--- src/core/i2m_consts.svh ---
/*
 * Constants of the I2C master port: register byte offsets, field positions,
 * reset values and timing counts.
 * Assumes inclusion by bare name from files that need these numbers.
 */
`ifndef I2M_CONSTS_SVH
`define I2M_CONSTS_SVH

// register byte offsets on the bus
`define I2M_OFS_BUF     8'h00
`define I2M_OFS_RELOAD  8'h04
`define I2M_OFS_CTRL    8'h08
`define I2M_OFS_CTRL2   8'h0c
`define I2M_OFS_STAT    8'h10
`define I2M_OFS_FLAGS   8'h14

// port_ctrl_reg fields
`define I2M_CTRL_WRITE_COLLISION_FLAG   7
`define I2M_CTRL_EN     5
`define I2M_MODE_LSB    0
`define I2M_MODE_MASTER 4'h8

// port_ctrl2_reg fields
`define I2M_C2_ACK_RECEIVED_FLAG  6
`define I2M_C2_ACKDT    5
`define I2M_C2_ACKEN    4
`define I2M_C2_RCEN     3
`define I2M_C2_STOP     2
`define I2M_C2_RESTART  1
`define I2M_C2_START    0

// port_status_reg and flag register fields
`define I2M_ST_STOP     4
`define I2M_ST_START    3
`define I2M_ST_BF       0
`define I2M_FL_IRQ      0
`define I2M_FL_BCL      1

// reset values
`define I2M_RST_BYTE    8'h00
`define I2M_RST_RELOAD  7'h00
`define I2M_RST_MODE    4'h0

// bit counts of one byte slot (index of last bit)
`define I2M_DATA_LAST   4'h7
`define I2M_TX_LAST     4'h8

// generator step: two steps per 200 ns instruction cycle
`define I2M_MCLK_NS     50
`define I2M_TICK_NS     100
`define I2M_TICK_CYC    (`I2M_TICK_NS / `I2M_MCLK_NS)

`endif

--- src/core/i2m_pkg.sv ---
/*
 * Types of the I2C master port: sequencer states, bit-slot kinds and the
 * sampled bus line pair.
 * Assumes nothing beyond a SystemVerilog compiler.
 */
package i2m_pkg;

	// sequencer states
	typedef enum logic [4:0] {
		i2m_idle,
		i2m_s_wait,
		i2m_s_hold,
		i2m_r_scllo,
		i2m_r_sdahi,
		i2m_r_rise,
		i2m_r_high,
		i2m_r_sdalo,
		i2m_b_low,
		i2m_b_rise,
		i2m_b_high,
		i2m_p_low,
		i2m_p_scl,
		i2m_p_rise,
		i2m_p_sda,
		i2m_p_end
	} i2m_state_t;

	// what a run of bit slots carries
	typedef enum logic [1:0] {
		i2m_bk_tx,
		i2m_bk_rx,
		i2m_bk_ack
	} i2m_kind_t;

	// both bus lines as sampled
	typedef struct packed {
		logic scl;
		logic sda;
	} i2m_lines_t;

endpackage : i2m_pkg

--- src/core/i2m_master.sv ---
/*
 * I2C master port: classic Wishbone register slave, START, Repeated START,
 * byte, acknowledge and STOP sequencing, bus-collision and write-collision
 * checks, bus START/STOP detection.
 * Assumes open-drain pads outside (oe high pulls low), one clock mclk.
 */
// The register addresses and register access over Wishbone were chosen for this implementation.
`timescale 1ns/1ps
`include "i2m_consts.svh"
module i2m_master
	import i2m_pkg::*;
(
	input  wire logic        mclk,
	input  wire logic        rst,
	input  wire logic        wb_cyc_i,
	input  wire logic        wb_stb_i,
	input  wire logic        wb_we_i,
	input  wire logic [7:0]  wb_adr_i,
	input  wire logic [3:0]  wb_sel_i,
	input  wire logic [31:0] wb_dat_i,
	output logic      [31:0] wb_dat_o,
	output logic             wb_ack_o,
	input  wire logic        scl_i,
	output logic             scl_o,
	output logic             scl_oe,
	input  wire logic        sda_i,
	output logic             sda_o,
	output logic             sda_oe
);
	i2m_state_t  state;
	i2m_kind_t   kind;
	i2m_lines_t  line_s;
	i2m_lines_t  line_q;
	logic [1:0]  sync_q;
	logic [7:0]  xfer_buffer;
	logic [7:0]  shift_reg;
	logic [6:0]  addr_reload_reg;
	logic [3:0]  port_mode_select;
	logic [3:0]  bit_idx;
	logic [3:0]  tick_cnt;
	logic [7:0]  ofs;
	logic        port_enable;
	logic        write_collision_flag;
	logic        ack_received_flag;
	logic        ackdt;
	logic        acken;
	logic        rcen;
	logic        stop_go;
	logic        restart_go;
	logic        start_go;
	logic        start_seen;
	logic        stop_seen;
	logic        buf_full;
	logic        tx_pend;
	logic        port_irq_flag;
	logic        bus_collision_flag;
	logic        scl_drv;
	logic        sda_drv;
	logic        tick;
	logic        gen_load;
	logic        gen_to;
	logic        seq_done;
	logic        ev_irq;
	logic        ev_bcl;
	logic        rx_load;
	logic        ack_upd;
	logic        ack_val;
	logic        bf_clr;
	logic        master_on;
	logic        busy;
	logic        wr;
	logic        rd;
	logic        coll;
	logic        sends;
	logic        drive_bit;
	logic        last_bit;
	logic        start_evt;
	logic        stop_evt;

	// pins pass two flops before any logic looks at them
	i2m_sync #(.W(2)) u_sync (
		.mclk (mclk),
		.rst  (rst),
		.d    ({scl_i, sda_i}),
		.q    (sync_q)
	);
	assign line_s = sync_q;

	// open drain: the pad only ever pulls low
	assign scl_o  = 1'b0;
	assign sda_o  = 1'b0;
	assign scl_oe = scl_drv;
	assign sda_oe = sda_drv;

	// bus decode; a write takes effect on the edge that sees ack
	assign ofs = {wb_adr_i[7:2], 2'b00};
	assign wr  = wb_cyc_i & wb_stb_i & wb_we_i & wb_ack_o & wb_sel_i[0];
	assign rd  = wb_cyc_i & wb_stb_i & ~wb_we_i & wb_ack_o;

	assign master_on = port_enable & (port_mode_select == `I2M_MODE_MASTER);
	assign busy      = (state != i2m_idle) | start_go | restart_go | stop_go | rcen | acken | tx_pend;

	// one-cycle ack, dropped in the cycle after it was given
	always_ff @(posedge mclk or posedge rst) begin
		if (rst) begin
			wb_ack_o <= 1'b0;
		end else begin
			wb_ack_o <= wb_cyc_i & wb_stb_i & ~wb_ack_o;
		end
	end

	// read data registered together with ack; unmapped reads give zero
	always_ff @(posedge mclk or posedge rst) begin
		if (rst) begin
			wb_dat_o <= '0;
		end else if (wb_cyc_i && wb_stb_i && !wb_ack_o) begin
			case (ofs)
				`I2M_OFS_BUF:    wb_dat_o <= {24'h000000, xfer_buffer};
				`I2M_OFS_RELOAD: wb_dat_o <= {25'h0, addr_reload_reg};
				`I2M_OFS_CTRL:   wb_dat_o <= {24'h000000, write_collision_flag, 1'b0, port_enable, 1'b0,
					port_mode_select};
				`I2M_OFS_CTRL2:  wb_dat_o <= {24'h000000, 1'b0, ack_received_flag, ackdt, acken, rcen,
					stop_go, restart_go, start_go};
				`I2M_OFS_STAT:   wb_dat_o <= {24'h000000, 3'h0, stop_seen, start_seen, 2'h0, buf_full};
				`I2M_OFS_FLAGS:  wb_dat_o <= {30'h0, bus_collision_flag, port_irq_flag};
				default:         wb_dat_o <= '0;
			endcase
		end
	end

	// step enable: two generator steps per instruction cycle
	always_ff @(posedge mclk or posedge rst) begin
		if (rst) begin
			tick_cnt <= 4'h0;
			tick     <= 1'b0;
		end else if (tick_cnt == 4'(`I2M_TICK_CYC - 1)) begin
			tick_cnt <= 4'h0;
			tick     <= 1'b1;
		end else begin
			tick_cnt <= tick_cnt + 4'h1;
			tick     <= 1'b0;
		end
	end

	i2m_rate_gen #(.W(7)) u_gen (
		.mclk    (mclk),
		.rst     (rst),
		.tick    (tick),
		.load    (gen_load),
		.halt    (state == i2m_idle),
		.reload  (addr_reload_reg),
		.timeout (gen_to)
	);

	// mode, enable and reload value
	always_ff @(posedge mclk or posedge rst) begin
		if (rst) begin
			port_enable      <= 1'b0;
			port_mode_select <= `I2M_RST_MODE;
			addr_reload_reg  <= `I2M_RST_RELOAD;
		end else if (wr && ofs == `I2M_OFS_CTRL) begin
			port_enable      <= wb_dat_i[`I2M_CTRL_EN];
			port_mode_select <= wb_dat_i[`I2M_MODE_LSB +: 4];
		end else if (wr && ofs == `I2M_OFS_RELOAD) begin
			addr_reload_reg  <= wb_dat_i[6:0];
		end
	end

	// transfer buffer, full flag and write collision; no queueing of events
	always_ff @(posedge mclk or posedge rst) begin
		if (rst) begin
			xfer_buffer          <= `I2M_RST_BYTE;
			buf_full             <= 1'b0;
			tx_pend              <= 1'b0;
			write_collision_flag <= 1'b0;
		end else begin
			if (wr && ofs == `I2M_OFS_BUF && busy) begin
				write_collision_flag <= 1'b1;
			end else if (wr && ofs == `I2M_OFS_CTRL && !wb_dat_i[`I2M_CTRL_WRITE_COLLISION_FLAG]) begin
				write_collision_flag <= 1'b0;
			end
			if (seq_done || !master_on) begin
				tx_pend <= 1'b0;
			end
			if (rx_load) begin
				xfer_buffer <= shift_reg;
				buf_full    <= 1'b1;
			end else if (wr && ofs == `I2M_OFS_BUF && !busy) begin
				xfer_buffer <= wb_dat_i[7:0];
				buf_full    <= 1'b1;
				tx_pend     <= master_on;
			end else if (bf_clr || (rd && ofs == `I2M_OFS_BUF)) begin
				buf_full <= 1'b0;
			end
		end
	end

	// second control register; sequence bits self-clear when done
	always_ff @(posedge mclk or posedge rst) begin
		if (rst) begin
			ack_received_flag <= 1'b0;
			ackdt             <= 1'b0;
			acken             <= 1'b0;
			rcen              <= 1'b0;
			stop_go           <= 1'b0;
			restart_go        <= 1'b0;
			start_go          <= 1'b0;
		end else begin
			if (ack_upd) begin
				ack_received_flag <= ack_val;
			end
			if (wr && ofs == `I2M_OFS_CTRL2) begin
				ackdt <= wb_dat_i[`I2M_C2_ACKDT];
				if (!busy) begin
					acken      <= wb_dat_i[`I2M_C2_ACKEN];
					rcen       <= wb_dat_i[`I2M_C2_RCEN];
					stop_go    <= wb_dat_i[`I2M_C2_STOP];
					restart_go <= wb_dat_i[`I2M_C2_RESTART];
					start_go   <= wb_dat_i[`I2M_C2_START];
				end
			end
			if (seq_done || !master_on) begin
				acken      <= 1'b0;
				rcen       <= 1'b0;
				stop_go    <= 1'b0;
				restart_go <= 1'b0;
				start_go   <= 1'b0;
			end
		end
	end

	// bus condition detection on the synchronised lines
	assign start_evt = line_q.sda & ~line_s.sda & line_q.scl & line_s.scl;
	assign stop_evt  = ~line_q.sda & line_s.sda & line_q.scl & line_s.scl;

	always_ff @(posedge mclk or posedge rst) begin
		if (rst) begin
			line_q <= '1;
		end else begin
			line_q <= line_s;
		end
	end

	// start-seen and stop-seen, cleared while the port is off
	always_ff @(posedge mclk or posedge rst) begin
		if (rst) begin
			start_seen <= 1'b0;
			stop_seen  <= 1'b0;
		end else if (!port_enable) begin
			start_seen <= 1'b0;
			stop_seen  <= 1'b0;
		end else if (start_evt) begin
			start_seen <= 1'b1;
			stop_seen  <= 1'b0;
		end else if (stop_evt) begin
			stop_seen  <= 1'b1;
			start_seen <= 1'b0;
		end
	end

	// sticky flags; software clears by writing ones, a same-cycle set wins
	always_ff @(posedge mclk or posedge rst) begin
		if (rst) begin
			port_irq_flag      <= 1'b0;
			bus_collision_flag <= 1'b0;
		end else begin
			if (wr && ofs == `I2M_OFS_FLAGS) begin
				if (wb_dat_i[`I2M_FL_IRQ]) port_irq_flag <= 1'b0;
				if (wb_dat_i[`I2M_FL_BCL]) bus_collision_flag <= 1'b0;
			end
			if (ev_irq || (master_on && stop_evt)) begin
				port_irq_flag <= 1'b1;
			end
			if (ev_bcl) begin
				bus_collision_flag <= 1'b1;
			end
		end
	end

	// level pulled onto data for the current bit slot (1 = pull low)
	always_comb begin
		case (kind)
			i2m_bk_tx:  drive_bit = (bit_idx < `I2M_TX_LAST) & ~shift_reg[7];
			i2m_bk_ack: drive_bit = ~ackdt;
			default:    drive_bit = 1'b0;
		endcase
	end

	assign sends    = ((kind == i2m_bk_tx) & (bit_idx < `I2M_TX_LAST)) | (kind == i2m_bk_ack);
	assign last_bit = (kind == i2m_bk_ack) |
		((kind == i2m_bk_tx) & (bit_idx == `I2M_TX_LAST)) |
		((kind == i2m_bk_rx) & (bit_idx == `I2M_DATA_LAST));

	// arbitration check: a released line sensed low means another master
	always_comb begin
		case (state)
			i2m_idle:    coll = master_on & ~seq_done & start_go & ~line_s.scl & ~line_s.sda;
			i2m_s_wait:  coll = ~line_s.scl | (gen_to & ~line_s.sda);
			i2m_r_sdahi: coll = gen_to & ~line_s.sda;
			i2m_r_rise:  coll = line_s.scl & ~line_s.sda;
			i2m_r_high:  coll = ~line_s.scl | ~line_s.sda;
			i2m_b_rise:  coll = sends & ~sda_drv & line_s.scl & ~line_s.sda;
			i2m_b_high:  coll = sends & ~sda_drv & ~line_s.sda;
			default:     coll = 1'b0;
		endcase
	end

	// sequencer; the seq_done guard stops a just-finished bit relaunching
	always_ff @(posedge mclk or posedge rst) begin
		if (rst) begin
			state     <= i2m_idle;
			kind      <= i2m_bk_tx;
			bit_idx   <= 4'h0;
			shift_reg <= `I2M_RST_BYTE;
			scl_drv   <= 1'b0;
			sda_drv   <= 1'b0;
			gen_load  <= 1'b0;
			seq_done  <= 1'b0;
			ev_irq    <= 1'b0;
			ev_bcl    <= 1'b0;
			rx_load   <= 1'b0;
			ack_upd   <= 1'b0;
			ack_val   <= 1'b0;
			bf_clr    <= 1'b0;
		end else begin
			gen_load <= 1'b0;
			seq_done <= 1'b0;
			ev_irq   <= 1'b0;
			ev_bcl   <= 1'b0;
			rx_load  <= 1'b0;
			ack_upd  <= 1'b0;
			bf_clr   <= 1'b0;
			if (!master_on) begin
				state   <= i2m_idle;
				scl_drv <= 1'b0;
				sda_drv <= 1'b0;
			end else if (coll) begin
				ev_bcl   <= 1'b1;
				seq_done <= 1'b1;
				scl_drv  <= 1'b0;
				sda_drv  <= 1'b0;
				state    <= i2m_idle;
			end else begin
				case (state)
					i2m_idle: begin
						if (seq_done) begin
							state <= i2m_idle;
						end else if (start_go) begin
							if (line_s.scl && line_s.sda) begin
								gen_load <= 1'b1;
								state    <= i2m_s_wait;
							end
						end else if (restart_go) begin
							scl_drv <= 1'b1;
							state   <= i2m_r_scllo;
						end else if (stop_go) begin
							sda_drv <= 1'b1;
							state   <= i2m_p_low;
						end else if (tx_pend || rcen || acken) begin
							kind      <= tx_pend ? i2m_bk_tx : (rcen ? i2m_bk_rx : i2m_bk_ack);
							shift_reg <= xfer_buffer;
							bit_idx   <= 4'h0;
							scl_drv   <= 1'b1;
							gen_load  <= 1'b1;
							state     <= i2m_b_low;
						end
					end
					i2m_s_wait: if (gen_to) begin
						sda_drv  <= 1'b1;
						gen_load <= 1'b1;
						state    <= i2m_s_hold;
					end
					i2m_s_hold: if (gen_to) begin
						seq_done <= 1'b1;
						ev_irq   <= 1'b1;
						state    <= i2m_idle;
					end
					i2m_r_scllo: if (!line_s.scl) begin
						sda_drv  <= 1'b0;
						gen_load <= 1'b1;
						state    <= i2m_r_sdahi;
					end
					i2m_r_sdahi: if (gen_to) begin
						scl_drv <= 1'b0;
						state   <= i2m_r_rise;
					end
					i2m_r_rise: if (line_s.scl) begin
						gen_load <= 1'b1;
						state    <= i2m_r_high;
					end
					i2m_r_high: if (gen_to) begin
						sda_drv  <= 1'b1;
						gen_load <= 1'b1;
						state    <= i2m_r_sdalo;
					end
					i2m_r_sdalo: if (gen_to) begin
						seq_done <= 1'b1;
						ev_irq   <= 1'b1;
						state    <= i2m_idle;
					end
					i2m_b_low: begin
						// data changes only once the clock is seen low
						if (!line_s.scl) begin
							sda_drv <= drive_bit;
						end
						if (gen_to) begin
							scl_drv <= 1'b0;
							state   <= i2m_b_rise;
						end
					end
					i2m_b_rise: if (line_s.scl) begin
						gen_load <= 1'b1;
						state    <= i2m_b_high;
					end
					i2m_b_high: if (gen_to) begin
						shift_reg <= {shift_reg[6:0], line_s.sda};
						scl_drv   <= 1'b1;
						bf_clr    <= (kind == i2m_bk_tx) && (bit_idx == `I2M_DATA_LAST);
						if (last_bit) begin
							ack_upd  <= (kind == i2m_bk_tx);
							ack_val  <= line_s.sda;
							rx_load  <= (kind == i2m_bk_rx);
							seq_done <= 1'b1;
							ev_irq   <= 1'b1;
							state    <= i2m_idle;
						end else begin
							bit_idx  <= bit_idx + 4'h1;
							gen_load <= 1'b1;
							state    <= i2m_b_low;
						end
					end
					i2m_p_low: if (!line_s.sda) begin
						gen_load <= 1'b1;
						state    <= i2m_p_scl;
					end
					i2m_p_scl: if (gen_to) begin
						scl_drv <= 1'b0;
						state   <= i2m_p_rise;
					end
					i2m_p_rise: if (line_s.scl) begin
						gen_load <= 1'b1;
						state    <= i2m_p_sda;
					end
					i2m_p_sda: if (gen_to) begin
						sda_drv  <= 1'b0;
						gen_load <= 1'b1;
						state    <= i2m_p_end;
					end
					i2m_p_end: if (gen_to) begin
						seq_done <= 1'b1;
						ev_irq   <= 1'b1;
						state    <= i2m_idle;
					end
					default: state <= i2m_idle;
				endcase
			end
		end
	end
endmodule : i2m_master

--- src/core/i2m_rate_gen.sv ---
/*
 * Clock-rate generator: loads a reload value, counts down once per step
 * enable, pulses timeout one step after reaching zero and halts there.
 * Assumes tick is a one-cycle enable; halt forces the counter idle.
 */
`timescale 1ns/1ps
module i2m_rate_gen #(
	parameter int W = 7
) (
	input  wire logic         mclk,
	input  wire logic         rst,
	input  wire logic         tick,
	input  wire logic         load,
	input  wire logic         halt,
	input  wire logic [W-1:0] reload,
	output logic              timeout
);
	logic [W-1:0] count;
	logic         active;

	// a period spans reload+1 steps; halt drops a stale count after an abort
	always_ff @(posedge mclk or posedge rst) begin
		if (rst) begin
			count   <= '0;
			active  <= 1'b0;
			timeout <= 1'b0;
		end else begin
			timeout <= 1'b0;
			if (load) begin
				count  <= reload;
				active <= 1'b1;
			end else if (halt) begin
				active <= 1'b0;
			end else if (tick && active) begin
				if (count == '0) begin
					active  <= 1'b0;
					timeout <= 1'b1;
				end else begin
					count <= count - 1'b1;
				end
			end
		end
	end
endmodule : i2m_rate_gen

--- src/core/i2m_sync.sv ---
/*
 * Two-flop synchroniser for a group of pin levels.
 * Assumes inputs are asynchronous levels; reset value is the idle-high bus.
 */
`timescale 1ns/1ps
module i2m_sync #(
	parameter int W = 2
) (
	input  wire logic         mclk,
	input  wire logic         rst,
	input  wire logic [W-1:0] d,
	output logic      [W-1:0] q
);
	logic [W-1:0] meta;

	// first flop feeds only the second
	always_ff @(posedge mclk or posedge rst) begin
		if (rst) begin
			meta <= '1;
			q    <= '1;
		end else begin
			meta <= d;
			q    <= meta;
		end
	end
endmodule : i2m_sync

--- config.mk ---
export PLATFORM = sky130hd
export DESIGN_NAME = i2m_master
export DESIGN_NICKNAME = d
export VERILOG_FILES = /design/src/core/i2m_pkg.sv /design/src/core/i2m_master.sv /design/src/core/i2m_rate_gen.sv /design/src/core/i2m_sync.sv
export VERILOG_INCLUDE_DIRS = /design/src /design/src/core
export SDC_FILE = /design/constraint.sdc
export NUM_CORES = 1
export LEC_CHECK = 0
export ABC_AREA = 1
export BUFFER_PORTS_ARGS = -buffer_cell sky130_fd_sc_hd__buf_2
export CORE_MARGIN = 4
export CORE_UTILIZATION = 25
export CTS_BUF_LIST = sky130_fd_sc_hd__clkbuf_4 sky130_fd_sc_hd__clkbuf_8
export CTS_CLUSTER_SIZE = 40
export DETAILED_ROUTE_END_ITERATION = 8
export PLACE_DENSITY = 0.47
export SLEW_MARGIN = 30
export SYNTH_ARGS = -nofsm -noshare
export SYNTH_HDL_FRONTEND = slang
export SYNTH_HIERARCHICAL = 1
export SYNTH_SLANG_ARGS = --single-unit
--- constraint.sdc ---
create_clock -name mclk -period 3.12 [get_ports mclk]
set_clock_uncertainty 0.2 [all_clocks]
set_input_delay 0.312 -clock mclk [delete_from_list [all_inputs] [get_ports mclk]]
set_output_delay 0.312 -clock mclk [all_outputs]
set_load 0.005 [all_outputs]
==> metrics.md <==
| Metric | Value |
|---|---|
| Vias per cell | `4.36` |
| Critical path, cell by cell | `nor2_1 -> nand2_1 -> nor2_2 -> inv_2 -> nor2_1 -> inv_1 -> nor3_1 -> nand2_2 -> nand2_1 -> o21ai_1` |
| DR DRC count | `0` |
| Clock Tree Root | `clkbuf_8` |
| DPL Wire Length | `11.0 mm` |
| Setup repair bufs after CTS | `0` |
| Filler Cell Count | `2306` |
| GRT Util Overall | `12.2%` |
| R2R cell count | `10` |
| Sequential cell area | `2280 µm²` |
| First-pass GRT wire length | `23.1 mm` |
| Fraction of layout cells with a size suffix above 1 | `18.1%` |
| Initial antenna violation count | `0` |
| NumNets Final | `783` |
| Post-synthesis sequential area ratio | `42.2%` |
| Dpl cell area | `5760 µm²` |
| CP startpoint | `port_mode_select[0]` |
| Sink Count | `91` |
| Initial core utilization | `between 20% and 30%` |
| Die area | `24100 µm²` |
| CTS Buf Count | `9` |
| CTS tree | `done` |
| Status | `complete, no violations` |
| Setup violations, final | `0` |
| Synthesized instance count | `about 700` |
| Core Rows | `53` |
| Crit path DAT | `2.42 ns` |
| Largest net degree at the start of global routing | `42` |
| Synthesized area per cell | `7.83 µm²` |
| Critical path type | `flip-flop to flip-flop` |
| Fin. Hold Viols | `0` |
| Post-placement cell count | `987` |
| Final instance area | `between 6000 and 7000 µm²` |
| Post-synth cell types | `51` |
| Layer with the highest usage | `met2` |
| Pleak | `~2.9 nW` |
| CP Buf/Inv Count | `2` |
| Crit path required time | `3.20 ns` |
| Layout area overhead | `11.0%` |
| Post-Syn Area | `5410 µm²` |
| Pwr dens | `between 300 and 400 nW/µm²` |
| Worst vdd ir | `0.170 mV` |
| F_max | `approximately 430 MHz` |
| Die height | `between 150 and 200 µm` |
| Class of the worst hold path | `primary input to flip-flop` |
| Initial DRC count | `320` |
| # H-tree levels | `3` |
| Rel. slew slack | `50.6%` |
| CTS Hold Bufs | `5` |
| Syn. warnings | `6` |
| Finished Layout Cells | `1008` |
| GR Layer Usage met1 | `16.5%` |
| Gpl congestion | `about 0.84` |
| Main synth FF type | `dfrtp_1` |
| Grt met2 use | `18.9%` |
| Setup_tns | `0 ns` |
| GRT overflow | `0` |
| Min Tclk post-route | `roughly 2.3 ns` |
| Flop2flop setup slack | `0.78 ns` |
| Unrepaired setup endpoints after global routing | `no` |
| I/O Pins | `approximately 90` |
| Slowest CP cell | `dfrtp_1` |
| Setup crit end kind | `flip-flop` |
| Crit path depth | `10` |
| Hold WS | `approximately 0.04 ns` |
| Critical Path Sink | `kind[1]` |
| Final Power | `0.00213 W` |
| Core Region | `21200 µm²` |
| Maxcap violations | `0` |
| Clk buf depth | `2` |
| Diode count | `0` |
| Resized Gates After CTS | `0` |
| Slowest stage delay, CP | `0.45 ns` |
| Total wire length | `14.5 mm` |
| Critical Path Start Type | `flip-flop` |
| Die width | `155 µm` |
| Async S/R FF share, synth | `100%` |
| Critical Path Fanout Max | `8` |
| Antenna-violating nets left | `0` |
| Worst-Skew Late Latency | `just under 0.4 ns` |
| Number of synthesized flops with an enable pin | `0` |
| #FFs+latches synth | `slightly above 90` |
| Slew Viols, Final | `0` |
| Worst slew pin tran | `0.741 ns` |
| Reg clk slew, reported paths | `0.10 ns` |
| I/O Buffers | `32` |
| Vias | `4394` |
| CP delay by family, top | `simple AND/OR/NAND/NOR gates` |
| R2R Path End | `kind[1]` |
| DRT Pass-1 Iters | `5` |
| M3 GR Usage | `around 3.1%` |
| Final Cycle Share | `between 70% and 80%` |
| Vias in the first global route | `4143` |
| RR Startpoint | `port_mode_select[0]` |
| Area occupied by multi-input gates | `between 2000 and 3000 µm²` |
| WL/cell | `between 10 and 15 µm` |
-- cell usage in the layout, fill, tap and decap left out, drive strengths merged, types with 14 or more instances in the layout --
| cell type | synthesis | layout |
|---|---|---|
| nand2 | 199 | 199 |
| a21oi | 16 | 16 |
| nor3 | 14 | 14 |
| dfrtp | 85 | 85 |
| nand3 | 45 | 45 |
| o21ai | 68 | 68 |
| inv | 88 | 89 |
| buf | 36 | 36 |
| nor2 | 74 | 74 |
| conb | 1 | 26 |
-- synthesized netlist by cell type, drive strengths merged (8+ instances only) --
cell   count  area share (%)
nand4     11             1.8
nand2    199              15
a21oi     16             1.9
buf       36             5.2
nor3      14             1.7
nand3     45             5.3
inv       88             6.3
o21ai     68             6.6
a22oi      8             1.1
nor2      74             6.7
o22ai      8            0.93
dfrtp     85              39
-- stage by stage --
step           utilization, %  setup slack [ns]
2_1_floorplan               -             0.616
3_3_place_gp             27.2             0.799
3_5_place_dp             27.2             0.800
4_1_cts                  28.4             0.790
5_1_grt                  28.4             0.602
6_report                 28.4             0.778
-- where the power goes --
part / internal, W / switching, W
clock: 0.000374 / 0.000464
combinational: 0.0000267 / 0.0000660
sequential: 0.00119 / 0.00000832
-- how the worst min path moves through the flow --
stage	end	cells after the start	from
2_1_floorplan	u_gen/active	1	rst
3_3_place_gp	u_gen/active	2	rst
3_5_place_dp	u_gen/active	2	rst
4_1_cts	addr_reload_reg[6]	3	wb_dat_i[6]
5_1_grt	addr_reload_reg[6]	3	wb_dat_i[6]
6_report	addr_reload_reg[6]	3	wb_dat_i[6]
-- tightest hold or removal path, stage by stage --
cell and delay (ns):
buf_2 0.10, inv_1 0.08, o21ai_0 0.09
-- cell families after synthesis --
group                      after synthesis  synth area share, %
buffers and inverters                  129                 12.1
other                                    1               0.0693
AOI/OAI and AO/OA                      112                 12.4
xor gates and xnor gates                 2                0.324
muxes                                    1                0.208
adders and majority gates                4                0.925
DFF                                     91                 42.2
and+or+nand+nor                        351                 31.7
-- metal layers --
layer / share of wire, % / vias to the layer above
li1: - / 2259
met1: 48 / 2018
met2: 45 / 94
met3: 4.8 / 23
met4: 2.5 / 0
met5: 0 / -
-- layout make-up --
class | instances | area share (%)
clock buffers | 9 | 2.06
multi-input cells | 496 | 42.7
repair buffers | 41 | 4.21
inverters | 89 | 6.02
clock inverters | 7 | 1.25
well taps | 275 | 5.73
flip-flops and latches | 91 | 38.0
Power figures use the tool's default switching activity.
